File: src/rtl/ebac_pkg.sv
// Contract
// - per-area bit: 0 two states, 1 three
// - area states reg resets/standby-inits to all ones
// - on-chip accesses ignore it; mode 7 meaningless
// - wait control resets/standby-inits to 0xf3
// - wait control upper nibble fixed, reads ones
// - wait mode field bits 3:2 selects mode
// - wait count bits 1:0 gives zero-three waits
// - per-area enable: 0 pin wait mode 0
// - controller enables reset/standby-init to all ones
// - enables act only on external three-state areas
// - upper address control resets/standby-inits to 0xfe
// - in modes 3, 6 cleared bits 7:5 route address 23:21 to pins
// - those bits writable only in modes 3, 6
// - two-state areas never get wait states
// - eight equal areas, 128 kbytes or 2 Mbytes
package ebac_pkg;
    // register word offsets (word address on the slave port)
    localparam logic [2:0] OFS_AREA_STATES = 3'h0;
    localparam logic [2:0] OFS_WAIT_CTRL = 3'h1;
    localparam logic [2:0] OFS_WAIT_ENABLES = 3'h2;
    localparam logic [2:0] OFS_UPPER_ADDR = 3'h3;
    localparam logic [2:0] OFS_STATUS = 3'h4;
    // values after reset and hardware standby
    localparam logic [7:0] RST_AREA_STATES = 8'hff;
    localparam logic [7:0] RST_WAIT_CTRL = 8'hf3;
    localparam logic [7:0] RST_WAIT_ENABLES = 8'hff;
    localparam logic [7:0] RST_UPPER_ADDR = 8'hfe;
    // fixed-one masks of the mixed registers
    localparam logic [7:0] WAIT_CTRL_ONES = 8'hf0;
    localparam logic [7:0] UPPER_ADDR_ONES = 8'h1e;
    // field positions
    localparam int MODE_SEL_MSB = 3;
    localparam int MODE_SEL_LSB = 2;
    localparam int COUNT_MSB = 1;
    localparam int COUNT_LSB = 0;
    localparam int ADDR_EN_MSB = 7;
    localparam int ADDR_EN_LSB = 5;
    localparam int ADR_BIT0_POS = 0;
    // area index bits of the access address
    localparam int AREA_LSB_1M = 17;
    localparam int AREA_LSB_16M = 21;
    // access state counts
    localparam logic [1:0] STATES_TWO = 2'h2;
    localparam logic [1:0] STATES_THREE = 2'h3;
    // operating modes
    localparam logic [2:0] MODE_SINGLE_CHIP = 3'h7;
    localparam logic [2:0] MODE_UPPER_A = 3'h3;
    localparam logic [2:0] MODE_UPPER_B = 3'h6;
    // wait mode field encodings
    typedef enum logic [1:0] {
        SEL_PROG = 2'h0,
        SEL_NOWAIT = 2'h1,
        SEL_PIN1 = 2'h2,
        SEL_AUTO = 2'h3
    } ebac_modesel_t;
    // effective wait behaviour seen by the bus cycle logic
    typedef enum logic [2:0] {
        WAIT_NONE = 3'h0,
        WAIT_PIN0 = 3'h1,
        WAIT_PROG = 3'h2,
        WAIT_PIN1 = 3'h3,
        WAIT_AUTO = 3'h4
    } ebac_wait_t;
    // slave handshake states
    typedef enum logic [0:0] {
        BUS_IDLE = 1'h0,
        BUS_ACK = 1'h1
    } ebac_bus_t;
    // modes in which the upper address lines may be enabled
    function automatic logic upperAddrMode(input logic [2:0] mode);
        upperAddrMode = (mode == MODE_UPPER_A) || (mode == MODE_UPPER_B);
    endfunction : upperAddrMode
endpackage : ebac_pkg

File: src/rtl/ebac_config.sv
// The register offsets and the Avalon-MM register port are this design's own decisions.
`timescale 1ns/1ps
module ebac_config #(
    parameter int ADDR_W = 24
) (
    input wire logic core_clk,
    input wire logic nrst,
    input wire logic [2:0] address,
    input wire logic read,
    input wire logic write,
    input wire logic [31:0] writedata,
    input wire logic [3:0] byteenable,
    output logic [31:0] readdata,
    output logic waitrequest,
    input wire logic hwStandby,
    input wire logic swStandby,
    input wire logic [2:0] opMode,
    input wire logic mode16M,
    input wire logic [ADDR_W-1:0] accessAddr,
    input wire logic accessExternal,
    output logic [7:0] threeStateSelect,
    output logic [7:0] waitControllerEnable,
    output logic [1:0] waitModeSelect,
    output logic [1:0] waitCount,
    output logic [2:0] areaIdx,
    output ebac_pkg::ebac_wait_t areaWaitMode,
    output logic [1:0] areaProgWaits,
    output logic [1:0] areaAccessStates,
    output logic portAPin4IsAddr,
    output logic portAPin5IsAddr,
    output logic portAPin6IsAddr
);
    logic [7:0] areaAccessStates_r;
    logic [7:0] waitControl_r;
    logic [7:0] waitControllerEnables_r;
    logic [7:0] upperAddrPinControl_r;
    logic [31:0] readdata_r;
    logic [31:0] readdata_nxt;
    ebac_pkg::ebac_bus_t busState_r;
    logic busReq;
    logic busAccept;
    logic wrByte0;
    logic upperWritable;
    logic isExternal;
    logic [2:0] pinAddrEn;

    // bus request decode
    assign busReq = read || write;
    assign busAccept = busReq && (busState_r == ebac_pkg::BUS_ACK);
    assign waitrequest = busReq && (busState_r != ebac_pkg::BUS_ACK);
    assign wrByte0 = write && busAccept && byteenable[0];
    assign upperWritable = ebac_pkg::upperAddrMode(opMode);
    assign readdata = readdata_r;

    // one wait cycle per request, then the answer
    always_ff @(posedge core_clk or negedge nrst) begin
        if (!nrst) begin
            busState_r <= ebac_pkg::BUS_IDLE;
        end else begin
            case (busState_r)
                ebac_pkg::BUS_IDLE: begin
                    if (busReq) begin
                        busState_r <= ebac_pkg::BUS_ACK;
                    end
                end
                ebac_pkg::BUS_ACK: begin
                    busState_r <= ebac_pkg::BUS_IDLE;
                end
                default: begin
                    busState_r <= ebac_pkg::BUS_IDLE;
                end
            endcase
        end
    end

    // read mux, unmapped words read zero
    always_comb begin
        readdata_nxt = 32'h0;
        case (address)
            ebac_pkg::OFS_AREA_STATES: readdata_nxt[7:0] = areaAccessStates_r;
            ebac_pkg::OFS_WAIT_CTRL: readdata_nxt[7:0] = waitControl_r | ebac_pkg::WAIT_CTRL_ONES;
            ebac_pkg::OFS_WAIT_ENABLES: readdata_nxt[7:0] = waitControllerEnables_r;
            ebac_pkg::OFS_UPPER_ADDR: readdata_nxt[7:0] = upperAddrPinControl_r | ebac_pkg::UPPER_ADDR_ONES;
            ebac_pkg::OFS_STATUS: readdata_nxt[7:0] = {2'h0, opMode, pinAddrEn};
            default: readdata_nxt = 32'h0;
        endcase
    end

    // read data captured in the wait cycle, stands at the answer
    always_ff @(posedge core_clk or negedge nrst) begin
        if (!nrst) begin
            readdata_r <= 32'h0;
        end else if (read && (busState_r == ebac_pkg::BUS_IDLE)) begin
            readdata_r <= readdata_nxt;
        end
    end

    // area access states; software standby holds the value
    always_ff @(posedge core_clk or negedge nrst) begin
        if (!nrst) begin
            areaAccessStates_r <= ebac_pkg::RST_AREA_STATES;
        end else if (hwStandby) begin
            areaAccessStates_r <= ebac_pkg::RST_AREA_STATES;
        end else if (wrByte0 && (address == ebac_pkg::OFS_AREA_STATES)) begin
            areaAccessStates_r <= writedata[7:0];
        end
    end

    // wait control, upper nibble pinned to ones
    always_ff @(posedge core_clk or negedge nrst) begin
        if (!nrst) begin
            waitControl_r <= ebac_pkg::RST_WAIT_CTRL;
        end else if (hwStandby) begin
            waitControl_r <= ebac_pkg::RST_WAIT_CTRL;
        end else if (wrByte0 && (address == ebac_pkg::OFS_WAIT_CTRL)) begin
            waitControl_r <= writedata[7:0] | ebac_pkg::WAIT_CTRL_ONES;
        end
    end

    // per-area wait controller enables
    always_ff @(posedge core_clk or negedge nrst) begin
        if (!nrst) begin
            waitControllerEnables_r <= ebac_pkg::RST_WAIT_ENABLES;
        end else if (hwStandby) begin
            waitControllerEnables_r <= ebac_pkg::RST_WAIT_ENABLES;
        end else if (wrByte0 && (address == ebac_pkg::OFS_WAIT_ENABLES)) begin
            waitControllerEnables_r <= writedata[7:0];
        end
    end

    // upper address control: top bits locked outside modes 3 and 6
    always_ff @(posedge core_clk or negedge nrst) begin
        if (!nrst) begin
            upperAddrPinControl_r <= ebac_pkg::RST_UPPER_ADDR;
        end else if (hwStandby) begin
            upperAddrPinControl_r <= ebac_pkg::RST_UPPER_ADDR;
        end else if (wrByte0 && (address == ebac_pkg::OFS_UPPER_ADDR)) begin
            if (upperWritable) begin
                upperAddrPinControl_r[7:5] <= writedata[7:5];
            end
            upperAddrPinControl_r[4:1] <= 4'hf;
            upperAddrPinControl_r[ebac_pkg::ADR_BIT0_POS] <= writedata[ebac_pkg::ADR_BIT0_POS];
        end
    end

    // settings presented straight to the bus cycle logic
    assign threeStateSelect = areaAccessStates_r;
    assign waitControllerEnable = waitControllerEnables_r;
    assign waitModeSelect = waitControl_r[ebac_pkg::MODE_SEL_MSB:ebac_pkg::MODE_SEL_LSB];
    assign waitCount = waitControl_r[ebac_pkg::COUNT_MSB:ebac_pkg::COUNT_LSB];

    // pin function: in modes 3 and 6 a cleared enable bit routes address line 23/22/21
    assign pinAddrEn = upperWritable ? ~upperAddrPinControl_r[ebac_pkg::ADDR_EN_MSB:ebac_pkg::ADDR_EN_LSB]
        : 3'h0;
    assign portAPin4IsAddr = pinAddrEn[2];
    assign portAPin5IsAddr = pinAddrEn[1];
    assign portAPin6IsAddr = pinAddrEn[0];

    // single-chip mode has no external space at all
    assign isExternal = accessExternal && (opMode != ebac_pkg::MODE_SINGLE_CHIP);

    // area index of the current access
    ebac_area_decode #(
        .ADDR_W(ADDR_W)
    ) u_area_decode (
        .accessAddr(accessAddr),
        .mode16M(mode16M),
        .areaIdx(areaIdx)
    );

    // bus specification of the addressed area
    ebac_wait_select u_wait_select (
        .external(isExternal),
        .threeState(areaAccessStates_r[areaIdx]),
        .ctrlEnable(waitControllerEnables_r[areaIdx]),
        .waitModeSel(waitModeSelect),
        .waitCount(waitCount),
        .waitMode(areaWaitMode),
        .progWaits(areaProgWaits),
        .accessStates(areaAccessStates)
    );
endmodule : ebac_config

File: src/rtl/ebac_area_decode.sv
`timescale 1ns/1ps
module ebac_area_decode #(
    parameter int ADDR_W = 24
) (
    input wire logic [ADDR_W-1:0] accessAddr,
    input wire logic mode16M,
    output logic [2:0] areaIdx
);
    // eight equal areas: 128 kbyte or 2 Mbyte slices
    always_comb begin
        if (mode16M) begin
            areaIdx = accessAddr[ebac_pkg::AREA_LSB_16M +: 3];
        end else begin
            areaIdx = accessAddr[ebac_pkg::AREA_LSB_1M +: 3];
        end
    end
endmodule : ebac_area_decode

File: src/rtl/ebac_wait_select.sv
`timescale 1ns/1ps
module ebac_wait_select (
    input wire logic external,
    input wire logic threeState,
    input wire logic ctrlEnable,
    input wire logic [1:0] waitModeSel,
    input wire logic [1:0] waitCount,
    output ebac_pkg::ebac_wait_t waitMode,
    output logic [1:0] progWaits,
    output logic [1:0] accessStates
);
    // per-access wait behaviour from area bits and wait control
    always_comb begin
        waitMode = ebac_pkg::WAIT_NONE;
        progWaits = 2'h0;
        accessStates = ebac_pkg::STATES_TWO;
        if (!external) begin
            // on-chip targets keep their own fixed timing
            accessStates = ebac_pkg::STATES_TWO;
        end else if (!threeState) begin
            accessStates = ebac_pkg::STATES_TWO;
        end else if (!ctrlEnable) begin
            accessStates = ebac_pkg::STATES_THREE;
            waitMode = ebac_pkg::WAIT_PIN0;
        end else begin
            accessStates = ebac_pkg::STATES_THREE;
            case (waitModeSel)
                ebac_pkg::SEL_PROG: begin
                    waitMode = ebac_pkg::WAIT_PROG;
                    progWaits = waitCount;
                end
                ebac_pkg::SEL_NOWAIT: begin
                    waitMode = ebac_pkg::WAIT_NONE;
                end
                ebac_pkg::SEL_PIN1: begin
                    waitMode = ebac_pkg::WAIT_PIN1;
                    progWaits = waitCount;
                end
                ebac_pkg::SEL_AUTO: begin
                    waitMode = ebac_pkg::WAIT_AUTO;
                    progWaits = waitCount;
                end
                default: begin
                    waitMode = ebac_pkg::WAIT_NONE;
                end
            endcase
        end
    end
endmodule : ebac_wait_select

File: config.mk
export PLATFORM = sky130hd
export DESIGN_NAME = ebac_config
export DESIGN_NICKNAME = d
export VERILOG_FILES = /design/src/rtl/ebac_pkg.sv /design/src/rtl/ebac_config.sv /design/src/rtl/ebac_area_decode.sv /design/src/rtl/ebac_wait_select.sv
export SDC_FILE = /design/constraint.sdc
export NUM_CORES = 1
export LEC_CHECK = 0
export BUFFER_PORTS_ARGS = -buffer_cell sky130_fd_sc_hd__buf_4
export CAP_MARGIN = 15
export CORE_MARGIN = 2
export CORE_UTILIZATION = 43
export CTS_CLUSTER_DIAMETER = 30
export CTS_CLUSTER_SIZE = 28
export DETAILED_ROUTE_END_ITERATION = 8
export GPL_TIMING_DRIVEN = 0
export PLACE_DENSITY = 0.9
export SYNTH_ARGS = -nofsm -noshare
export SYNTH_HDL_FRONTEND = slang
export SYNTH_SLANG_ARGS = --single-unit
File: constraint.sdc
create_clock -name core_clk -period 2.2 [get_ports core_clk]
set_input_delay 0.44 -clock core_clk [delete_from_list [all_inputs] [get_ports core_clk]]
set_output_delay 0.44 -clock core_clk [all_outputs]
set_load 0.1 [all_outputs]
Word level (Yosys, flattened, before mapping)
Index checks and enable logic that the tools add are counted.
Storage, ports and cells
  register bits after elaboration: 33
  bits of input ports: 74
  output and inout port bits: 66
  word-level logic and storage cells: 69
Operators by class
  order comparisons: 1
  equality and inequality tests: 10
  muxes and demuxes: 28
  bitwise operators: 2
  reductions and logical operators: 21
Operators by type and width (count)
  $mux 8: 6
  $pmux 8 s5: 1
  $mux 3: 6
  $pmux 3 s4: 1
  $logic_and 1x1->1: 10
  $mux 2: 5
  $reduce_bool 2->1: 5
  $eq 3x2->1 const B: 3
  $mux 4: 2
  $bmux 1 s3: 2
  $eq 3x3->1 const B: 2
  $eq 2x2->1 const B: 2
  $lt 3x4->1 const B: 1
  $mux 1: 4
  $eq 3x1->1 const B: 1
  $logic_not 3->1: 1
  $ne 3x3->1 const B: 1
  $not 3->3: 1
  $reduce_or 3->1: 1
  $eq 2x1->1 const B: 1
  $logic_not 2->1: 1
  $logic_or 1x1->1: 2
  $pmux 1 s2: 1
  $reduce_and 2->1: 1
  $not 1->1: 1

Logic depth before layout (Yosys ltp)
Gate-level depths: netlist of the first run.
  depth in word-level cells: 7
  depth in mapped cells: 6
  gate-level depth less buffers: 6

Cells and area by module
A second synthesis of the first run with hierarchy kept.
Unflattened totals
  cells, all modules: 221
  area total of the unflattened synthesis: 2123.3 sq um
By module, submodules not included
  ebac_config: instances 1, cells an instance 205, area each 2016.9 sq um, sequential area each 852.1 sq um
  ebac_wait_select: instances 1, cells an instance 13, area each 72.6 sq um, sequential area each 0.0 sq um
  ebac_area_decode: instances 1, cells an instance 3, area each 33.8 sq um, sequential area each 0.0 sq um

Worst setup path before layout of the first run
Ideal clock, no wire load.
  path kind: register -> output
  start point: register areaAccessStates_r[0], in the netlist threeStateSelect[0]
  end point: output port areaProgWaits[0]
  data arrival time: 4.471 ns
  required time: 1.760 ns
  slack: -2.711 ns
  stages on the path, launching flop included: 6
  path buffers: 0
  cells stage by stage: dfstp_2 > and2b_2 > o22ai_2 > a221oi_2 > o221ai_2 > nor4_1
Between the ends
  word-level cells in the longest chain between the ends: 4
Ends and longest elaborated chain
  start, declared: line ebac_config.sv:33  | logic [7:0] areaAccessStates_r;
  start signal, assigned: line ebac_config.sv:101  | areaAccessStates_r <= ebac_pkg::RST_AREA_STATES;
  start signal, assigned: line ebac_config.sv:103  | areaAccessStates_r <= ebac_pkg::RST_AREA_STATES;
  start signal, assigned: line ebac_config.sv:105  | areaAccessStates_r <= writedata[7:0];
  $bmux 1 s3: line ebac_config.sv:174  | .threeState(areaAccessStates_r[areaIdx]),
  $mux 1 (not written as such): line ebac_config.sv:174
  $mux 2: line ebac_wait_select.sv:20  | end else if (!threeState) begin
  $mux 2: line ebac_wait_select.sv:17  | if (!external) begin
  end, declared: line ebac_config.sv:27  | output logic [1:0] areaProgWaits,
No other way between the ends. The select of a mux whose other input is x is not followed.

Worst setup path in the final report of the first run
  start point: register areaAccessStates_r[7], in the netlist threeStateSelect[7]
  end point: output port areaWaitMode[0]
Between the ends
  word-level cells in the longest chain between the ends: 4
Ends and longest elaborated chain
  $bmux 1 s3: line ebac_config.sv:174
  $mux 1 (not written as such): line ebac_config.sv:174
  $mux 3: line ebac_wait_select.sv:20
  $mux 3: line ebac_wait_select.sv:17
  end, declared: line ebac_config.sv:26  | output ebac_pkg::ebac_wait_t areaWaitMode,
No other way between the ends. The select of a mux whose other input is x is not followed.

==> flow_summary.html, run 1 <==
<table>
<tr><th>Metric</th><th>Value</th></tr>
<tr><th colspan="2">Outcome</th></tr>
<tr><td>Result of the run</td><td>finished, violations left</td></tr>
<tr><td>Violations in the final reports</td><td>negative setup slack</td></tr>
<tr><th colspan="2">Floorplanning</th></tr>
<tr><td>Number of placed I/O pins</td><td>140</td></tr>
<tr><td>Die extent in x</td><td>76.11 um</td></tr>
<tr><td>Die area</td><td>5793 sq um</td></tr>
<tr><td>Initial core utilization</td><td>44.06%</td></tr>
<tr><td>Die H</td><td>76.11 um</td></tr>
<tr><td>Placeable core region</td><td>5075 sq um</td></tr>
<tr><td>Placement row count</td><td>26</td></tr>
<tr><th colspan="2">Timing</th></tr>
<tr><td>Count of final setup violators</td><td>6</td></tr>
<tr><td>Final slew viol count</td><td>0</td></tr>
<tr><td>Worst Setup Slack, final</td><td>-0.4294 ns</td></tr>
<tr><td>Normalized max-slew margin</td><td>63.38%</td></tr>
<tr><td>Achievable clock frequency</td><td>380.3 MHz</td></tr>
<tr><td>Post-route fraction of the period consumed by the critical path</td><td>119.5%</td></tr>
<tr><td>Actual transition at the worst max-transition pin</td><td>0.5494 ns</td></tr>
<tr><td>Clock tree skew after final layout</td><td>0.01018 ns</td></tr>
<tr><td>Final hold violations</td><td>0</td></tr>
<tr><td>Post-route minimum period</td><td>2.629 ns</td></tr>
<tr><td>Accumulated negative setup slack</td><td>-2.496 ns</td></tr>
<tr><td>Worst hold slack after final layout</td><td>0.07367 ns</td></tr>
<tr><td>RSZ-0062 raised after global routing</td><td>true</td></tr>
<tr><th colspan="2">Logic synthesis</th></tr>
<tr><td>Most frequently used cell type in the post-synthesis netlist</td><td>sky130_fd_sc_hd__buf_4</td></tr>
<tr><td>Top cells by area, synth</td><td>sky130_fd_sc_hd__dfstp_2 (25%), sky130_fd_sc_hd__dfrtp_1 (13%), sky130_fd_sc_hd__buf_4 (8.7%), sky130_fd_sc_hd__a211o_1 (8.2%), sky130_fd_sc_hd__nor2b_1 (5.6%)</td></tr>
<tr><td>Fraction of synthesis flops using an asynchronous set or reset pin</td><td>100.0%</td></tr>
<tr><td>Post-Synthesis Cells</td><td>241</td></tr>
<tr><td>Post-synth top cells</td><td>sky130_fd_sc_hd__buf_4 (26), sky130_fd_sc_hd__nand2_1 (24), sky130_fd_sc_hd__a211o_1 (21), sky130_fd_sc_hd__dfstp_2 (21), sky130_fd_sc_hd__nor2b_1 (20)</td></tr>
<tr><td>Part of the Yosys area used for sequential elements</td><td>38.11%</td></tr>
<tr><td>Synth warnings</td><td>0</td></tr>
<tr><td>Synth area leader</td><td>sky130_fd_sc_hd__dfstp_2</td></tr>
<tr><td>Number of enable flip-flop cells after synthesis</td><td>0</td></tr>
<tr><td>Flop and latch count out of synthesis</td><td>33</td></tr>
<tr><td>Most instantiated flip-flop cell in the synthesis netlist</td><td>sky130_fd_sc_hd__dfstp_2</td></tr>
<tr><td>Library cells used by synthesis</td><td>49</td></tr>
<tr><td>Fraction of post-synthesis cell area in the top cell type by area</td><td>24.68%</td></tr>
<tr><td>Area of the mapped netlist</td><td>2236 sq um</td></tr>
<tr><td>Mean instance size in the synthesized netlist</td><td>9.278 sq um</td></tr>
<tr><th colspan="2">Placed design</th></tr>
<tr><td>Dpl cell area</td><td>3018 sq um</td></tr>
<tr><td>Sum of net half-perimeters after detailed placement</td><td>4736 um</td></tr>
<tr><td>IO Port Bufs</td><td>68</td></tr>
<tr><td>RePlAce Congestion</td><td>0.8359</td></tr>
<tr><th colspan="2">Power</th></tr>
<tr><td>Cell area power density</td><td>689.0 nW/um^2</td></tr>
<tr><td>Sum of internal, switching and leakage power</td><td>2.206 mW</td></tr>
<tr><td>Reported leakage power</td><td>1.427 nW</td></tr>
<tr><td>Worst supply voltage drop on vdd</td><td>0.3695 mV</td></tr>
<tr><th colspan="2">Setup path</th></tr>
<tr><td>Worst r2r dst</td><td>threeStateSelect[5]</td></tr>
<tr><td>Slack of the worst reg-to-reg path</td><td>0.58 ns</td></tr>
<tr><td>Worst EP required</td><td>1.76 ns</td></tr>
<tr><td>Crit path arrival time</td><td>2.19 ns</td></tr>
<tr><td>Launching point of the worst reg2reg path</td><td>busState_r</td></tr>
<tr><td>Worst Setup End Kind</td><td>primary output</td></tr>
<tr><td>Crit-path max FO</td><td>6</td></tr>
<tr><td>Startpoint kind of the worst setup timing path</td><td>register</td></tr>
<tr><td>Startpoint-to-endpoint class of the critical path</td><td>reg -&gt; out</td></tr>
<tr><td>Worst Reg-to-Reg Cells</td><td>5</td></tr>
<tr><th colspan="2">Worst hold path</th></tr>
<tr><td>Worst hold path class</td><td>in -&gt; async</td></tr>
<tr><th colspan="2">Global routing</th></tr>
<tr><td>Number of antenna violations at the first check in global routing</td><td>0</td></tr>
<tr><td>Total global routing overflow</td><td>0</td></tr>
<tr><td>Global-route wire length before repair</td><td>10120 um</td></tr>
<tr><td>Vias in the first global route</td><td>2080</td></tr>
<tr><td>All-Layer GR Usage</td><td>21.62%</td></tr>
<tr><td>Pin count of the biggest net entering global routing</td><td>34</td></tr>
<tr><th colspan="2">Finish</th></tr>
<tr><td>Layout-stage area growth over the synthesis result</td><td>43.20%</td></tr>
<tr><td>Count of nets after finishing</td><td>415</td></tr>
<tr><td>N_diodes</td><td>0</td></tr>
<tr><td>Fraction of layout instances using a drive strength above 1</td><td>47.66%</td></tr>
<tr><td>Finished layout cell area</td><td>3202 sq um</td></tr>
<tr><th colspan="2">Clocking</th></tr>
<tr><td>Worst-case clock buffer depth</td><td>2</td></tr>
<tr><td>TritonCTS clock tree</td><td>yes</td></tr>
<tr><td>Number of clock sinks</td><td>33</td></tr>
<tr><td>Root Buffer Master</td><td>sky130_fd_sc_hd__clkbuf_8</td></tr>
<tr><td># H-tree levels</td><td>2</td></tr>
<tr><td>Clock transition time at the flip-flop clock pins of the worst setup and hold paths</td><td>0.07 ns</td></tr>
<tr><td>Clock latency reported for the late side of the worst-skew pair</td><td>0.30 ns</td></tr>
<tr><td>Total clock buffers created by CTS</td><td>5</td></tr>
<tr><th colspan="2">Drt</th></tr>
<tr><td>Total number of vias</td><td>2114</td></tr>
<tr><td>Routed len/inst</td><td>15.00 um</td></tr>
<tr><td>First drt pass iteration count</td><td>4</td></tr>
<tr><td>Number of routed nets with antenna violations</td><td>0</td></tr>
<tr><td>Number of DRC violations after detailed-routing iteration 0</td><td>73</td></tr>
<tr><td>Via density</td><td>5.131</td></tr>
<tr><td>Routed WL</td><td>6181 um</td></tr>
<tr><td>Final routed DRC violation total</td><td>0</td></tr>
<tr><th colspan="2">Job</th></tr>
<tr><td>Reported max-cap violation count</td><td>0</td></tr>
</table>
## through the flow
stage | setup WS [ns] | util [%] | instances
after CTS | -0.4342 | 63.09 | 412
after detailed placement | -0.5577 | 59.47 | 402
final | -0.4294 | 63.09 | 412
after global routing | -0.5175 | 63.09 | 412
after floorplan | -0.8090 | - | 264
after global placement | -0.5320 | 59.47 | 402
## worst max-delay path, cell delays in order, from the launching register on
cell,delay (ns)
sky130_fd_sc_hd__dfstp_4,0.64
sky130_fd_sc_hd__nand2_1,0.05
sky130_fd_sc_hd__a32o_1,0.26
sky130_fd_sc_hd__a22oi_2,0.23
sky130_fd_sc_hd__o221ai_4,0.22
sky130_fd_sc_hd__o21ba_4,0.31
sky130_fd_sc_hd__buf_12,0.17
## how the worst max path moves through the flow
stage | from | to | slack [ns] | cells past startpoint
global placement | mode16M | areaWaitMode[0] | -0.53 | 7
CTS | threeStateSelect[0] | areaWaitMode[0] | -0.43 | 6
finish | threeStateSelect[7] | areaWaitMode[0] | -0.43 | 6
floorplan | threeStateSelect[0] | areaProgWaits[0] | -0.81 | 5
detailed placement | mode16M | areaWaitMode[0] | -0.56 | 7
global route | threeStateSelect[0] | areaProgWaits[1] | -0.52 | 6
## state kept, by name, indices dropped and copies added, names as in the netlist
register / flops
waitControl_r: 4
upperAddrPinControl_r: 4
busState_r: 1
waitControllerEnable: 8
readdata: 8
threeStateSelect: 8
## per-layer routing
layer | track usage [%] | share of wire [%] | routed length, um
met5 | 0 | 0 | 0
met3 | 4.976 | 7.2 | 443
met2 | 35.63 | 48 | 2940
met1 | 26.73 | 42 | 2594
met4 | 10.73 | 3.3 | 203
## timing repair
item | CTS | global route
hold buffers | 0 | 0
pin swaps | 2 | 1
resized for setup | 14 | 0
endpoints found under the setup margin | 6 | 6
setup buffers | 2 | 0
cloned | 0 | 0
## layout make-up
| class | count | area [sq um] |
|---|---|---|
| Buffer | 33 | 226.5 |
| Clock buffer | 7 | 86.33 |
| Clock inverter | 1 | 30.03 |
| Fill cell | 441 | 1873 |
| Inverter | 11 | 43.79 |
| Multi-Input combinational cell | 187 | 1295 |
| Sequential cell | 33 | 867.1 |
| Tap cell | 70 | 87.58 |
| Timing Repair Buffer | 70 | 565.5 |
## cell families after synthesis
family / after synthesis / synth area share, %
and+or+nand+nor: 83 / 19.31
AOI/OAI and AO/OA: 68 / 24.29
buffers and inverters: 44 / 12.09
DFF: 33 / 38.11
muxes: 10 / 5.484
other: 2 / 0.3359
xor gates and xnor gates: 1 / 0.3918
## where the power goes
part	leakage (nW)	switching (mW)	total (mW)	internal [mW]
clock network	0.0585	0.235	0.604	0.369
registers	0.376	0.0227	0.667	0.644
logic	0.993	0.710	0.935	0.226
total	1.43	0.967	2.21	1.24
## cells in the final DEF (no fill, tap or decap), drive strengths merged, types with 5 or more instances in the layout
| master | netlist | routed |
|---|---|---|
| buf | 30 | 100 |
| conb | 2 | 25 |
| nand2 | 25 | 25 |
| a211o | 21 | 21 |
| dfstp | 21 | 21 |
| nor2b | 20 | 20 |
| nor2 | 19 | 19 |
| dfrtp | 12 | 12 |
| inv | 11 | 11 |
| clkbuf | 3 | 10 |
| a21oi | 9 | 9 |
| o21ai | 9 | 9 |
| mux2 | 5 | 5 |
| and2b | 5 | 5 |
Note: power is estimated with default switching activity, not from simulation.
==> inputs of run 2 (changes only) <==
==> constraint.sdc (replaced) <==
create_clock -name core_clk -period 3 [get_ports core_clk]
set_input_delay 0.6 -clock core_clk [delete_from_list [all_inputs] [get_ports core_clk]]
set_output_delay 0.6 -clock core_clk [all_outputs]
set_load 0.1 [all_outputs]
==> run 2 against run 1 <==
  * The run now ends clean
  * Total power decreased by 32%
  * Global-route usage increased by 0.55 points
  * Sequential power down 26%
  * Clock power down 43%
  * Critical path depth increased by 2
  * Clock skew is 0.0043 ns lower
  * Sequential cell count did not move
  * Die area is the same
  * Register-to-register slack improved by 0.83 ns
  * Critical path type is now in -> out
==> flow_summary.html, run 2 (synthesis gave the netlist of run 1 again) <==
<table>
<tr><th>Metric</th><th>Value</th></tr>
<tr><th colspan="2">Placed design</th></tr>
<tr><td>DP Cell Count</td><td>402 (unchanged)</td></tr>
<tr><td>RePlAce Congestion</td><td>0.9063 (was 0.8359)</td></tr>
<tr><td>Sum of net half-perimeters after detailed placement</td><td>4879 um (was 4736 um)</td></tr>
<tr><td>IO Port Bufs</td><td>68 (unchanged)</td></tr>
<tr><td>Worst setup timing slack at the placement stage</td><td>-0.06265 ns (was -0.5577 ns)</td></tr>
<tr><th colspan="2">Floorplanning</th></tr>
<tr><td>Placement row count</td><td>26 (unchanged)</td></tr>
<tr><td>Placeable core region</td><td>5075 sq um (unchanged)</td></tr>
<tr><td>Die H</td><td>76.11 um (unchanged)</td></tr>
<tr><td>Number of placed I/O pins</td><td>140 (unchanged)</td></tr>
<tr><td>Die area</td><td>5793 sq um (unchanged)</td></tr>
<tr><td>Die extent in x</td><td>76.11 um (unchanged)</td></tr>
<tr><td>Initial core utilization</td><td>44.06% (unchanged)</td></tr>
<tr><th colspan="2">Timing</th></tr>
<tr><td>Normalized max-slew margin</td><td>65.12% (was 63.38%)</td></tr>
<tr><td>Final slew viol count</td><td>0 (unchanged)</td></tr>
<tr><td>Achievable clock frequency</td><td>341.5 MHz</td></tr>
<tr><td>Clock tree skew after final layout</td><td>0.005890 ns (was 0.01018 ns)</td></tr>
<tr><td>Actual transition at the worst max-transition pin</td><td>0.5232 ns (was 0.5494 ns)</td></tr>
<tr><td>Final hold violations</td><td>0 (unchanged)</td></tr>
<tr><td>Accumulated negative setup slack</td><td>0 ns (was -2.496 ns)</td></tr>
<tr><td>Post-route minimum period</td><td>2.928 ns</td></tr>
<tr><td>Worst Setup Slack, final</td><td>0.07151 ns (was -0.4294 ns)</td></tr>
<tr><td>RSZ-0062 raised after global routing</td><td>false (was true)</td></tr>
<tr><td>Post-route fraction of the period consumed by the critical path</td><td>97.62%</td></tr>
<tr><td>Count of final setup violators</td><td>0 (was 6)</td></tr>
<tr><td>Worst hold slack after final layout</td><td>0.2452 ns (was 0.07367 ns)</td></tr>
<tr><th colspan="2">Global routing</th></tr>
<tr><td>Number of antenna violations at the first check in global routing</td><td>0 (unchanged)</td></tr>
<tr><td>All-Layer GR Usage</td><td>22.17% (was 21.62%)</td></tr>
<tr><td>Global-route wire length before repair</td><td>10480 um (was 10120 um)</td></tr>
<tr><td>Pin count of the biggest net entering global routing</td><td>34 (unchanged)</td></tr>
<tr><td>Total global routing overflow</td><td>0 (unchanged)</td></tr>
<tr><td>Vias in the first global route</td><td>2116 (was 2080)</td></tr>
<tr><th colspan="2">Power</th></tr>
<tr><td>Sw Pwr</td><td>693.4 uW (was 966.9 uW)</td></tr>
<tr><td>Part of the total power dissipated in sequential elements</td><td>32.5% (was 30.2%)</td></tr>
<tr><td>Sum of internal, switching and leakage power</td><td>1.509 mW (was 2.206 mW)</td></tr>
<tr><td>Worst supply voltage drop on vdd</td><td>0.4521 mV (was 0.3695 mV)</td></tr>
<tr><td>Combinational cell fraction of total power</td><td>44.7% (was 42.4%)</td></tr>
<tr><td>Int Power</td><td>815.5 uW (was 1.239 mW)</td></tr>
<tr><td>Fraction of power spent switching nets</td><td>45.95% (was 43.83%)</td></tr>
<tr><td>Cell area power density</td><td>482.9 nW/um^2 (was 689.0 nW/um^2)</td></tr>
<tr><td>Clock power share</td><td>22.7% (was 27.4%)</td></tr>
<tr><td>Reported leakage power</td><td>1.397 nW (was 1.427 nW)</td></tr>
<tr><th colspan="2">Clocking</th></tr>
<tr><td>Worst-case clock buffer depth</td><td>2 (unchanged)</td></tr>
<tr><td>Number of clock sinks</td><td>33 (unchanged)</td></tr>
<tr><td>TritonCTS clock tree</td><td>yes (unchanged)</td></tr>
<tr><td>Root Buffer Master</td><td>sky130_fd_sc_hd__clkbuf_8 (unchanged)</td></tr>
<tr><td>Setup bufs post-CTS</td><td>0 (was 2)</td></tr>
<tr><td>Clock latency reported for the late side of the worst-skew pair</td><td>0.29 ns (was 0.30 ns)</td></tr>
<tr><td>Total clock buffers created by CTS</td><td>5 (unchanged)</td></tr>
<tr><td># H-tree levels</td><td>2 (unchanged)</td></tr>
<tr><td>CTS Hold Bufs</td><td>0 (unchanged)</td></tr>
<tr><td>Clock transition time at the flip-flop clock pins of the worst setup and hold paths</td><td>0.06 ns (was 0.07 ns)</td></tr>
<tr><th colspan="2">Setup path</th></tr>
<tr><td>Crit path arrival time</td><td>2.33 ns (was 2.19 ns)</td></tr>
<tr><td>Worst-path cell with the longest stage delay</td><td>sky130_fd_sc_hd__buf_4 (was sky130_fd_sc_hd__dfstp_4)</td></tr>
<tr><td>Critical path buffer and inverter count</td><td>3 (was 1)</td></tr>
<tr><td>Slack of the worst reg-to-reg path</td><td>1.41 ns (was 0.58 ns)</td></tr>
<tr><td>Crit. Startpoint</td><td>mode16M (was threeStateSelect[7])</td></tr>
<tr><td>Launching point of the worst reg2reg path</td><td>busState_r (unchanged)</td></tr>
<tr><td>Critical path endpoint</td><td>areaWaitMode[1] (was areaWaitMode[0])</td></tr>
<tr><td>Crit-path max FO</td><td>10 (was 6)</td></tr>
<tr><td>Cell breakdown of the critical path</td><td>buf_4, buf_4, nand2b_1, o22ai_2, a221oi_2, o221ai_4, nor4_4, buf_4 (was nand2_1, a32o_1, a22oi_2, o221ai_4, o21ba_4, buf_12)</td></tr>
<tr><td>Worst Setup End Kind</td><td>primary output (unchanged)</td></tr>
<tr><td>Worst path most repeated cell</td><td>sky130_fd_sc_hd__buf_4</td></tr>
<tr><td>Worst Reg-to-Reg Cells</td><td>5 (unchanged)</td></tr>
<tr><td>Worst r2r dst</td><td>threeStateSelect[5] (unchanged)</td></tr>
<tr><td>Startpoint kind of the worst setup timing path</td><td>primary input (was register)</td></tr>
<tr><td>Worst EP required</td><td>2.40 ns (was 1.76 ns)</td></tr>
<tr><td>Instance count on the critical path</td><td>8 (was 6)</td></tr>
<tr><td>Startpoint-to-endpoint class of the critical path</td><td>in -&gt; out (was reg -&gt; out)</td></tr>
<tr><td>CP top delay family</td><td>compound AO/OA/AOI/OAI gates (unchanged)</td></tr>
<tr><td>Largest stage delay, worst path</td><td>0.32 ns (was 0.64 ns)</td></tr>
<tr><th colspan="2">Finish</th></tr>
<tr><td>Layout-stage area growth over the synthesis result</td><td>39.73% (was 43.20%)</td></tr>
<tr><td>Sequential cell area</td><td>863.3 sq um (was 867.1 sq um)</td></tr>
<tr><td>Multi-input logic area</td><td>1297 sq um (was 1295 sq um)</td></tr>
<tr><td>Fraction of layout instances using a drive strength above 1</td><td>45.88% (was 47.66%)</td></tr>
<tr><td>Filler cell count</td><td>462 (was 441)</td></tr>
<tr><td>Commonest cells after routing, fill and taps aside</td><td>sky130_fd_sc_hd__buf_4 (94), sky130_fd_sc_hd__conb_1 (25), sky130_fd_sc_hd__nand2_1 (24) (was sky130_fd_sc_hd__buf_4 (90), sky130_fd_sc_hd__conb_1 (25), sky130_fd_sc_hd__nand2_1 (24))</td></tr>
<tr><td>Commonest non-fill, non-tap cell in the layout</td><td>sky130_fd_sc_hd__buf_4 (unchanged)</td></tr>
<tr><td>Count of nets after finishing</td><td>413 (was 415)</td></tr>
<tr><td>N_diodes</td><td>0 (unchanged)</td></tr>
<tr><td>Number of standard cells in the layout, taps in and fillers out</td><td>410 (was 412)</td></tr>
<tr><th colspan="2">Worst hold path</th></tr>
<tr><td>Worst hold path class</td><td>in -&gt; async (unchanged)</td></tr>
<tr><th colspan="2">Drt</th></tr>
<tr><td>Routed WL</td><td>6223 um (was 6181 um)</td></tr>
<tr><td>Total number of vias</td><td>2121 (was 2114)</td></tr>
<tr><td>Number of DRC violations after detailed-routing iteration 0</td><td>88 (was 73)</td></tr>
<tr><td>Final routed DRC violation total</td><td>0 (unchanged)</td></tr>
<tr><td>Routed len/inst</td><td>15.18 um (was 15.00 um)</td></tr>
<tr><td>Via density</td><td>5.173 (was 5.131)</td></tr>
<tr><td>First drt pass iteration count</td><td>4 (unchanged)</td></tr>
<tr><td>Number of routed nets with antenna violations</td><td>0 (unchanged)</td></tr>
<tr><th colspan="2">Job</th></tr>
<tr><td>Reported max-cap violation count</td><td>0 (unchanged)</td></tr>
<tr><th colspan="2">Outcome</th></tr>
<tr><td>Result of the run</td><td>finished, final reports clean (was finished, violations left)</td></tr>
</table>
## run 2: how the worst min path moves through the flow
stage | startpoint | end | slack [ns] | cells past startpoint
after CTS | nrst | readdata[4] | 0.26 | 1
after global routing | nrst | readdata[3] | 0.26 | 1
after detailed placement | readdata[5] | readdata[5] | 0.48 | 2
after floorplan | nrst | busState_r | 0.30 | 0
final | nrst | readdata[4] | 0.25 | 1
after global placement | busState_r | busState_r | 0.47 | 1
## run 2: metal layers
metal / routed length, um / GRT usage [%] / share of wire [%]
met5: 0 / 0 / 0
met4: 123 / 7.636 / 2.0
met3: 557 / 6.043 / 9.0
met2: 3014 / 35.54 / 48
met1: 2527 / 29.04 / 41
## run 2: layout make-up
cell class | instances | share of cell area (%)
Buffer | 33 | 7.249
Clock buffer | 8 | 2.883
Inverter | 11 | 1.562
Multi-Input combinational cell | 187 | 41.53
Sequential cell | 33 | 27.63
Tap cell | 70 | 2.803
Timing Repair Buffer | 68 | 16.34
## run 2: power by group through the flow
stage / Sequential [mW] / Combinational [mW] / Clock (mW)
floorplan: 0.653 / 0.381 / 0
global placement: 0.496 / 0.664 / 0
detailed placement: 0.496 / 0.672 / 0
CTS: 0.491 / 0.674 / 0.350
global route: 0.494 / 0.703 / 0.367
finish: 0.491 / 0.675 / 0.343
## run 2: stage by stage
step                      util, %  area (sq um)
after global placement      59.52          3020
after CTS                   61.44          3118
after global routing        61.56          3124
after detailed placement    59.52          3020
after floorplan                 -          2422
final                       61.56          3124
## run 2: repair_timing
action | in CTS | in global routing
endpoints found under the setup margin | 1 | 5
resized for setup | 1 | 2
endpoints found under the hold margin | 0 | 0
==> inputs of run 3 (changes only) <==
--- a/config.mk
+++ b/config.mk
@@ -12,7 +12,7 @@
 export CTS_CLUSTER_DIAMETER = 30
 export CTS_CLUSTER_SIZE = 28
 export DETAILED_ROUTE_END_ITERATION = 8
-export GPL_TIMING_DRIVEN = 0
+export GPL_TIMING_DRIVEN = 1
 export PLACE_DENSITY = 0.9
 export SYNTH_ARGS = -nofsm -noshare
 export SYNTH_HDL_FRONTEND = slang
==> run 3 against run 2 <==
  * Register-to-register slack about the same
  * Total power decreased by 1.9%
  * Wire length decreased by 4.9%
  * Non-clock buffer count decreased by 29
  * Combinational power decreased by 3.4%
  * Via count decreased by 5.4%
  * Cell area decreased by 5.9%
  * Sequential cell count unchanged
  * Critical path depth decreased by 1
  * Sequential share of layout area increased by 1.7 points
  * Critical endpoint is now areaWaitMode[0]
==> flow_summary.html, run 3 (synthesis gave the netlist of run 1 again) <==
<table>
<tr><th>Metric</th><th>Value</th></tr>
<tr><th colspan="2">Finish</th></tr>
<tr><td>Fraction of layout instances using a drive strength above 1</td><td>41.48% (was 45.88%)</td></tr>
<tr><td>Filler cell count</td><td>481 (was 462)</td></tr>
<tr><td>Commonest cells after routing, fill and taps aside</td><td>sky130_fd_sc_hd__buf_4 (68), sky130_fd_sc_hd__conb_1 (25), sky130_fd_sc_hd__nand2_1 (24) (was sky130_fd_sc_hd__buf_4 (94), sky130_fd_sc_hd__conb_1 (25), sky130_fd_sc_hd__nand2_1 (24))</td></tr>
<tr><td>N_diodes</td><td>0 (unchanged)</td></tr>
<tr><td>Commonest non-fill, non-tap cell in the layout</td><td>sky130_fd_sc_hd__buf_4 (unchanged)</td></tr>
<tr><td>Count of nets after finishing</td><td>384 (was 413)</td></tr>
<tr><td>Layout-stage area growth over the synthesis result</td><td>31.45% (was 39.73%)</td></tr>
<tr><th colspan="2">Setup path</th></tr>
<tr><td>Startpoint kind of the worst setup timing path</td><td>primary input (unchanged)</td></tr>
<tr><td>Crit path arrival time</td><td>2.29 ns (was 2.33 ns)</td></tr>
<tr><td>Worst EP required</td><td>2.40 ns (about the same)</td></tr>
<tr><td>Crit-path max FO</td><td>7 (was 10)</td></tr>
<tr><td>Worst Setup End Kind</td><td>primary output (unchanged)</td></tr>
<tr><td>Startpoint-to-endpoint class of the critical path</td><td>in -&gt; out (unchanged)</td></tr>
<tr><th colspan="2">Global routing</th></tr>
<tr><td>Vias in the first global route</td><td>1982 (was 2116)</td></tr>
<tr><td>Pin count of the biggest net entering global routing</td><td>34 (unchanged)</td></tr>
<tr><td>All-Layer GR Usage</td><td>21.05% (was 22.17%)</td></tr>
<tr><td>Number of antenna violations at the first check in global routing</td><td>0 (unchanged)</td></tr>
<tr><td>Global-route wire length before repair</td><td>9880 um (was 10480 um)</td></tr>
<tr><td>Total global routing overflow</td><td>0 (unchanged)</td></tr>
<tr><th colspan="2">Clocking</th></tr>
<tr><td>Number of clock sinks</td><td>33 (unchanged)</td></tr>
<tr><td># H-tree levels</td><td>2 (unchanged)</td></tr>
<tr><td>Clock latency reported for the late side of the worst-skew pair</td><td>0.29 ns (about the same)</td></tr>
<tr><td>Total clock buffers created by CTS</td><td>5 (unchanged)</td></tr>
<tr><td>Root Buffer Master</td><td>sky130_fd_sc_hd__clkbuf_8 (unchanged)</td></tr>
<tr><td>Worst-case clock buffer depth</td><td>2 (unchanged)</td></tr>
<tr><td>Clock transition time at the flip-flop clock pins of the worst setup and hold paths</td><td>0.06 ns (about the same)</td></tr>
<tr><td>TritonCTS clock tree</td><td>yes (unchanged)</td></tr>
<tr><th colspan="2">Placed design</th></tr>
<tr><td>IO Port Bufs</td><td>68 (unchanged)</td></tr>
<tr><td>Worst setup timing slack at the placement stage</td><td>0.03762 ns (was -0.06265 ns)</td></tr>
<tr><td>Sum of net half-perimeters after detailed placement</td><td>4562 um (was 4879 um)</td></tr>
<tr><td>RePlAce Congestion</td><td>0.8880 (was 0.9063)</td></tr>
<tr><th colspan="2">Outcome</th></tr>
<tr><td>Result of the run</td><td>finished, final reports clean (unchanged)</td></tr>
<tr><th colspan="2">Drt</th></tr>
<tr><td>Highest metal layer with signal wires</td><td>met4 (unchanged)</td></tr>
<tr><td>Via density</td><td>5.265 (was 5.173)</td></tr>
<tr><td>Routed WL</td><td>5918 um (was 6223 um)</td></tr>
<tr><td>Met3 routed WL</td><td>461 um (was 557 um)</td></tr>
<tr><td>Number of routed nets with antenna violations</td><td>0 (unchanged)</td></tr>
<tr><td>Total number of vias</td><td>2006 (was 2121)</td></tr>
<tr><td>Met1 Routed Length</td><td>2565 um (was 2527 um)</td></tr>
<tr><td>Number of DRC violations after detailed-routing iteration 0</td><td>101 (was 88)</td></tr>
<tr><td>Final routed DRC violation total</td><td>0 (unchanged)</td></tr>
<tr><td>First drt pass iteration count</td><td>4 (unchanged)</td></tr>
<tr><td>Routed len/inst</td><td>15.53 um (was 15.18 um)</td></tr>
<tr><td>Routed met2 length</td><td>2825 um (was 3014 um)</td></tr>
<tr><th colspan="2">Floorplanning</th></tr>
<tr><td>Die area</td><td>5793 sq um (unchanged)</td></tr>
<tr><td>Die extent in x</td><td>76.11 um (unchanged)</td></tr>
<tr><td>Initial core utilization</td><td>44.06% (unchanged)</td></tr>
<tr><td>Die H</td><td>76.11 um (unchanged)</td></tr>
<tr><td>Placeable core region</td><td>5075 sq um (unchanged)</td></tr>
<tr><td>Number of placed I/O pins</td><td>140 (unchanged)</td></tr>
<tr><td>Placement row count</td><td>26 (unchanged)</td></tr>
<tr><th colspan="2">Timing</th></tr>
<tr><td>Count of final setup violators</td><td>0 (unchanged)</td></tr>
<tr><td>RSZ-0062 raised after global routing</td><td>false (unchanged)</td></tr>
<tr><td>Post-route minimum period</td><td>2.892 ns (was 2.928 ns)</td></tr>
<tr><td>Actual transition at the worst max-transition pin</td><td>0.6593 ns (was 0.5232 ns)</td></tr>
<tr><td>Normalized max-slew margin</td><td>56.00% (was 65.12%)</td></tr>
<tr><td>Worst hold slack after final layout</td><td>0.2418 ns (was 0.2452 ns)</td></tr>
<tr><td>Post-route fraction of the period consumed by the critical path</td><td>96.41% (was 97.62%)</td></tr>
<tr><td>Worst Setup Slack, final</td><td>0.1077 ns (was 0.07151 ns)</td></tr>
<tr><td>Final slew viol count</td><td>0 (unchanged)</td></tr>
<tr><td>Achievable clock frequency</td><td>345.7 MHz (was 341.5 MHz)</td></tr>
<tr><td>Clock tree skew after final layout</td><td>0.003871 ns (was 0.005890 ns)</td></tr>
<tr><td>Final hold violations</td><td>0 (unchanged)</td></tr>
<tr><th colspan="2">Power</th></tr>
<tr><td>Sum of internal, switching and leakage power</td><td>1.481 mW (was 1.509 mW)</td></tr>
<tr><td>Worst supply voltage drop on vdd</td><td>0.3379 mV (was 0.4521 mV)</td></tr>
<tr><td>Reported leakage power</td><td>1.259 nW (was 1.397 nW)</td></tr>
<tr><td>Cell area power density</td><td>503.9 nW/um^2 (was 482.9 nW/um^2)</td></tr>
<tr><th colspan="2">Worst hold path</th></tr>
<tr><td>Worst hold path class</td><td>in -&gt; async (unchanged)</td></tr>
<tr><th colspan="2">Job</th></tr>
<tr><td>Reported max-cap violation count</td><td>0 (unchanged)</td></tr>
</table>
-- run 3: changes by cell type in the layout (fill, tap and decap cells not counted), sizes merged --
cell    previous run  this run
clkbuf            11         8
buf               98        72
-- run 3: final timing paths --
check / slack (ns) / cells past startpoint / endpoint / from
worst max-delay path: 0.11 / 7 / areaWaitMode[0] / mode16M
worst min register to register: 0.48 / 1 / busState_r / busState_r
max in group asynchronous: 2.42 / 1 / upperAddrPinControl_r[6] / nrst
worst min-delay path: 0.24 / 1 / readdata[0] / nrst
worst max register to register: 1.41 / 4 / threeStateSelect[2] / busState_r
min in group core_clk: 0.48 / 1 / busState_r / busState_r
-- run 3: per-stage QoR --
| stage | utilization [%] | TNS, ns | cell area [sq um] | std cells |
|---|---|---|---|---|
| global placement | 55.50 | 0 | 2816 | 372 |
| detailed placement | 55.50 | 0 | 2816 | 372 |
| global route | 57.91 | 0 | 2939 | 381 |
| finish | 57.91 | 0 | 2939 | 381 |
| CTS | 57.27 | 0 | 2907 | 380 |
| floorplan | - | -1.207 | 2422 | 264 |
-- run 3: worst max-delay path: stages --
cell	delay [ns]
sky130_fd_sc_hd__buf_4	0.15
sky130_fd_sc_hd__mux2i_4	0.38
sky130_fd_sc_hd__nand2_1	0.11
sky130_fd_sc_hd__a22oi_2	0.25
sky130_fd_sc_hd__o221ai_4	0.21
sky130_fd_sc_hd__o21ba_2	0.30
sky130_fd_sc_hd__buf_4	0.28
-- run 3: area by class of cell --
class / count / area, sq um / area share (%)
Multi-Input combinational cell: 187 / 1294 / 44.02
Sequential cell: 33 / 863.3 / 29.37
Timing Repair Buffer: 72 / 555.5 / 18.90
Clock buffer: 8 / 90.09 / 3.065
Tap cell: 70 / 87.58 / 2.980
Inverter: 11 / 48.80 / 1.660
-- run 3: timing repair --
action / CTS / global route
endpoints found under the hold margin: 0 / 0
resized for setup: 0 / 6
endpoints found under the setup margin: 0 / 5
buffers inserted: 0 / 1
hold buffers: 0 / 0
-- run 3: metal layers --
layer / vias to the layer above / global-route usage (%)
met5: - / 0
met4: 0 / 6.182
met3: 7 / 5.332
met2: 89 / 35.45
met1: 961 / 26.87
li1: 949 / -
-- run 3: power by group --
group          internal, mW  switching [mW]
sequential            0.473          0.0183
combinational         0.138           0.514
clock                 0.187           0.151
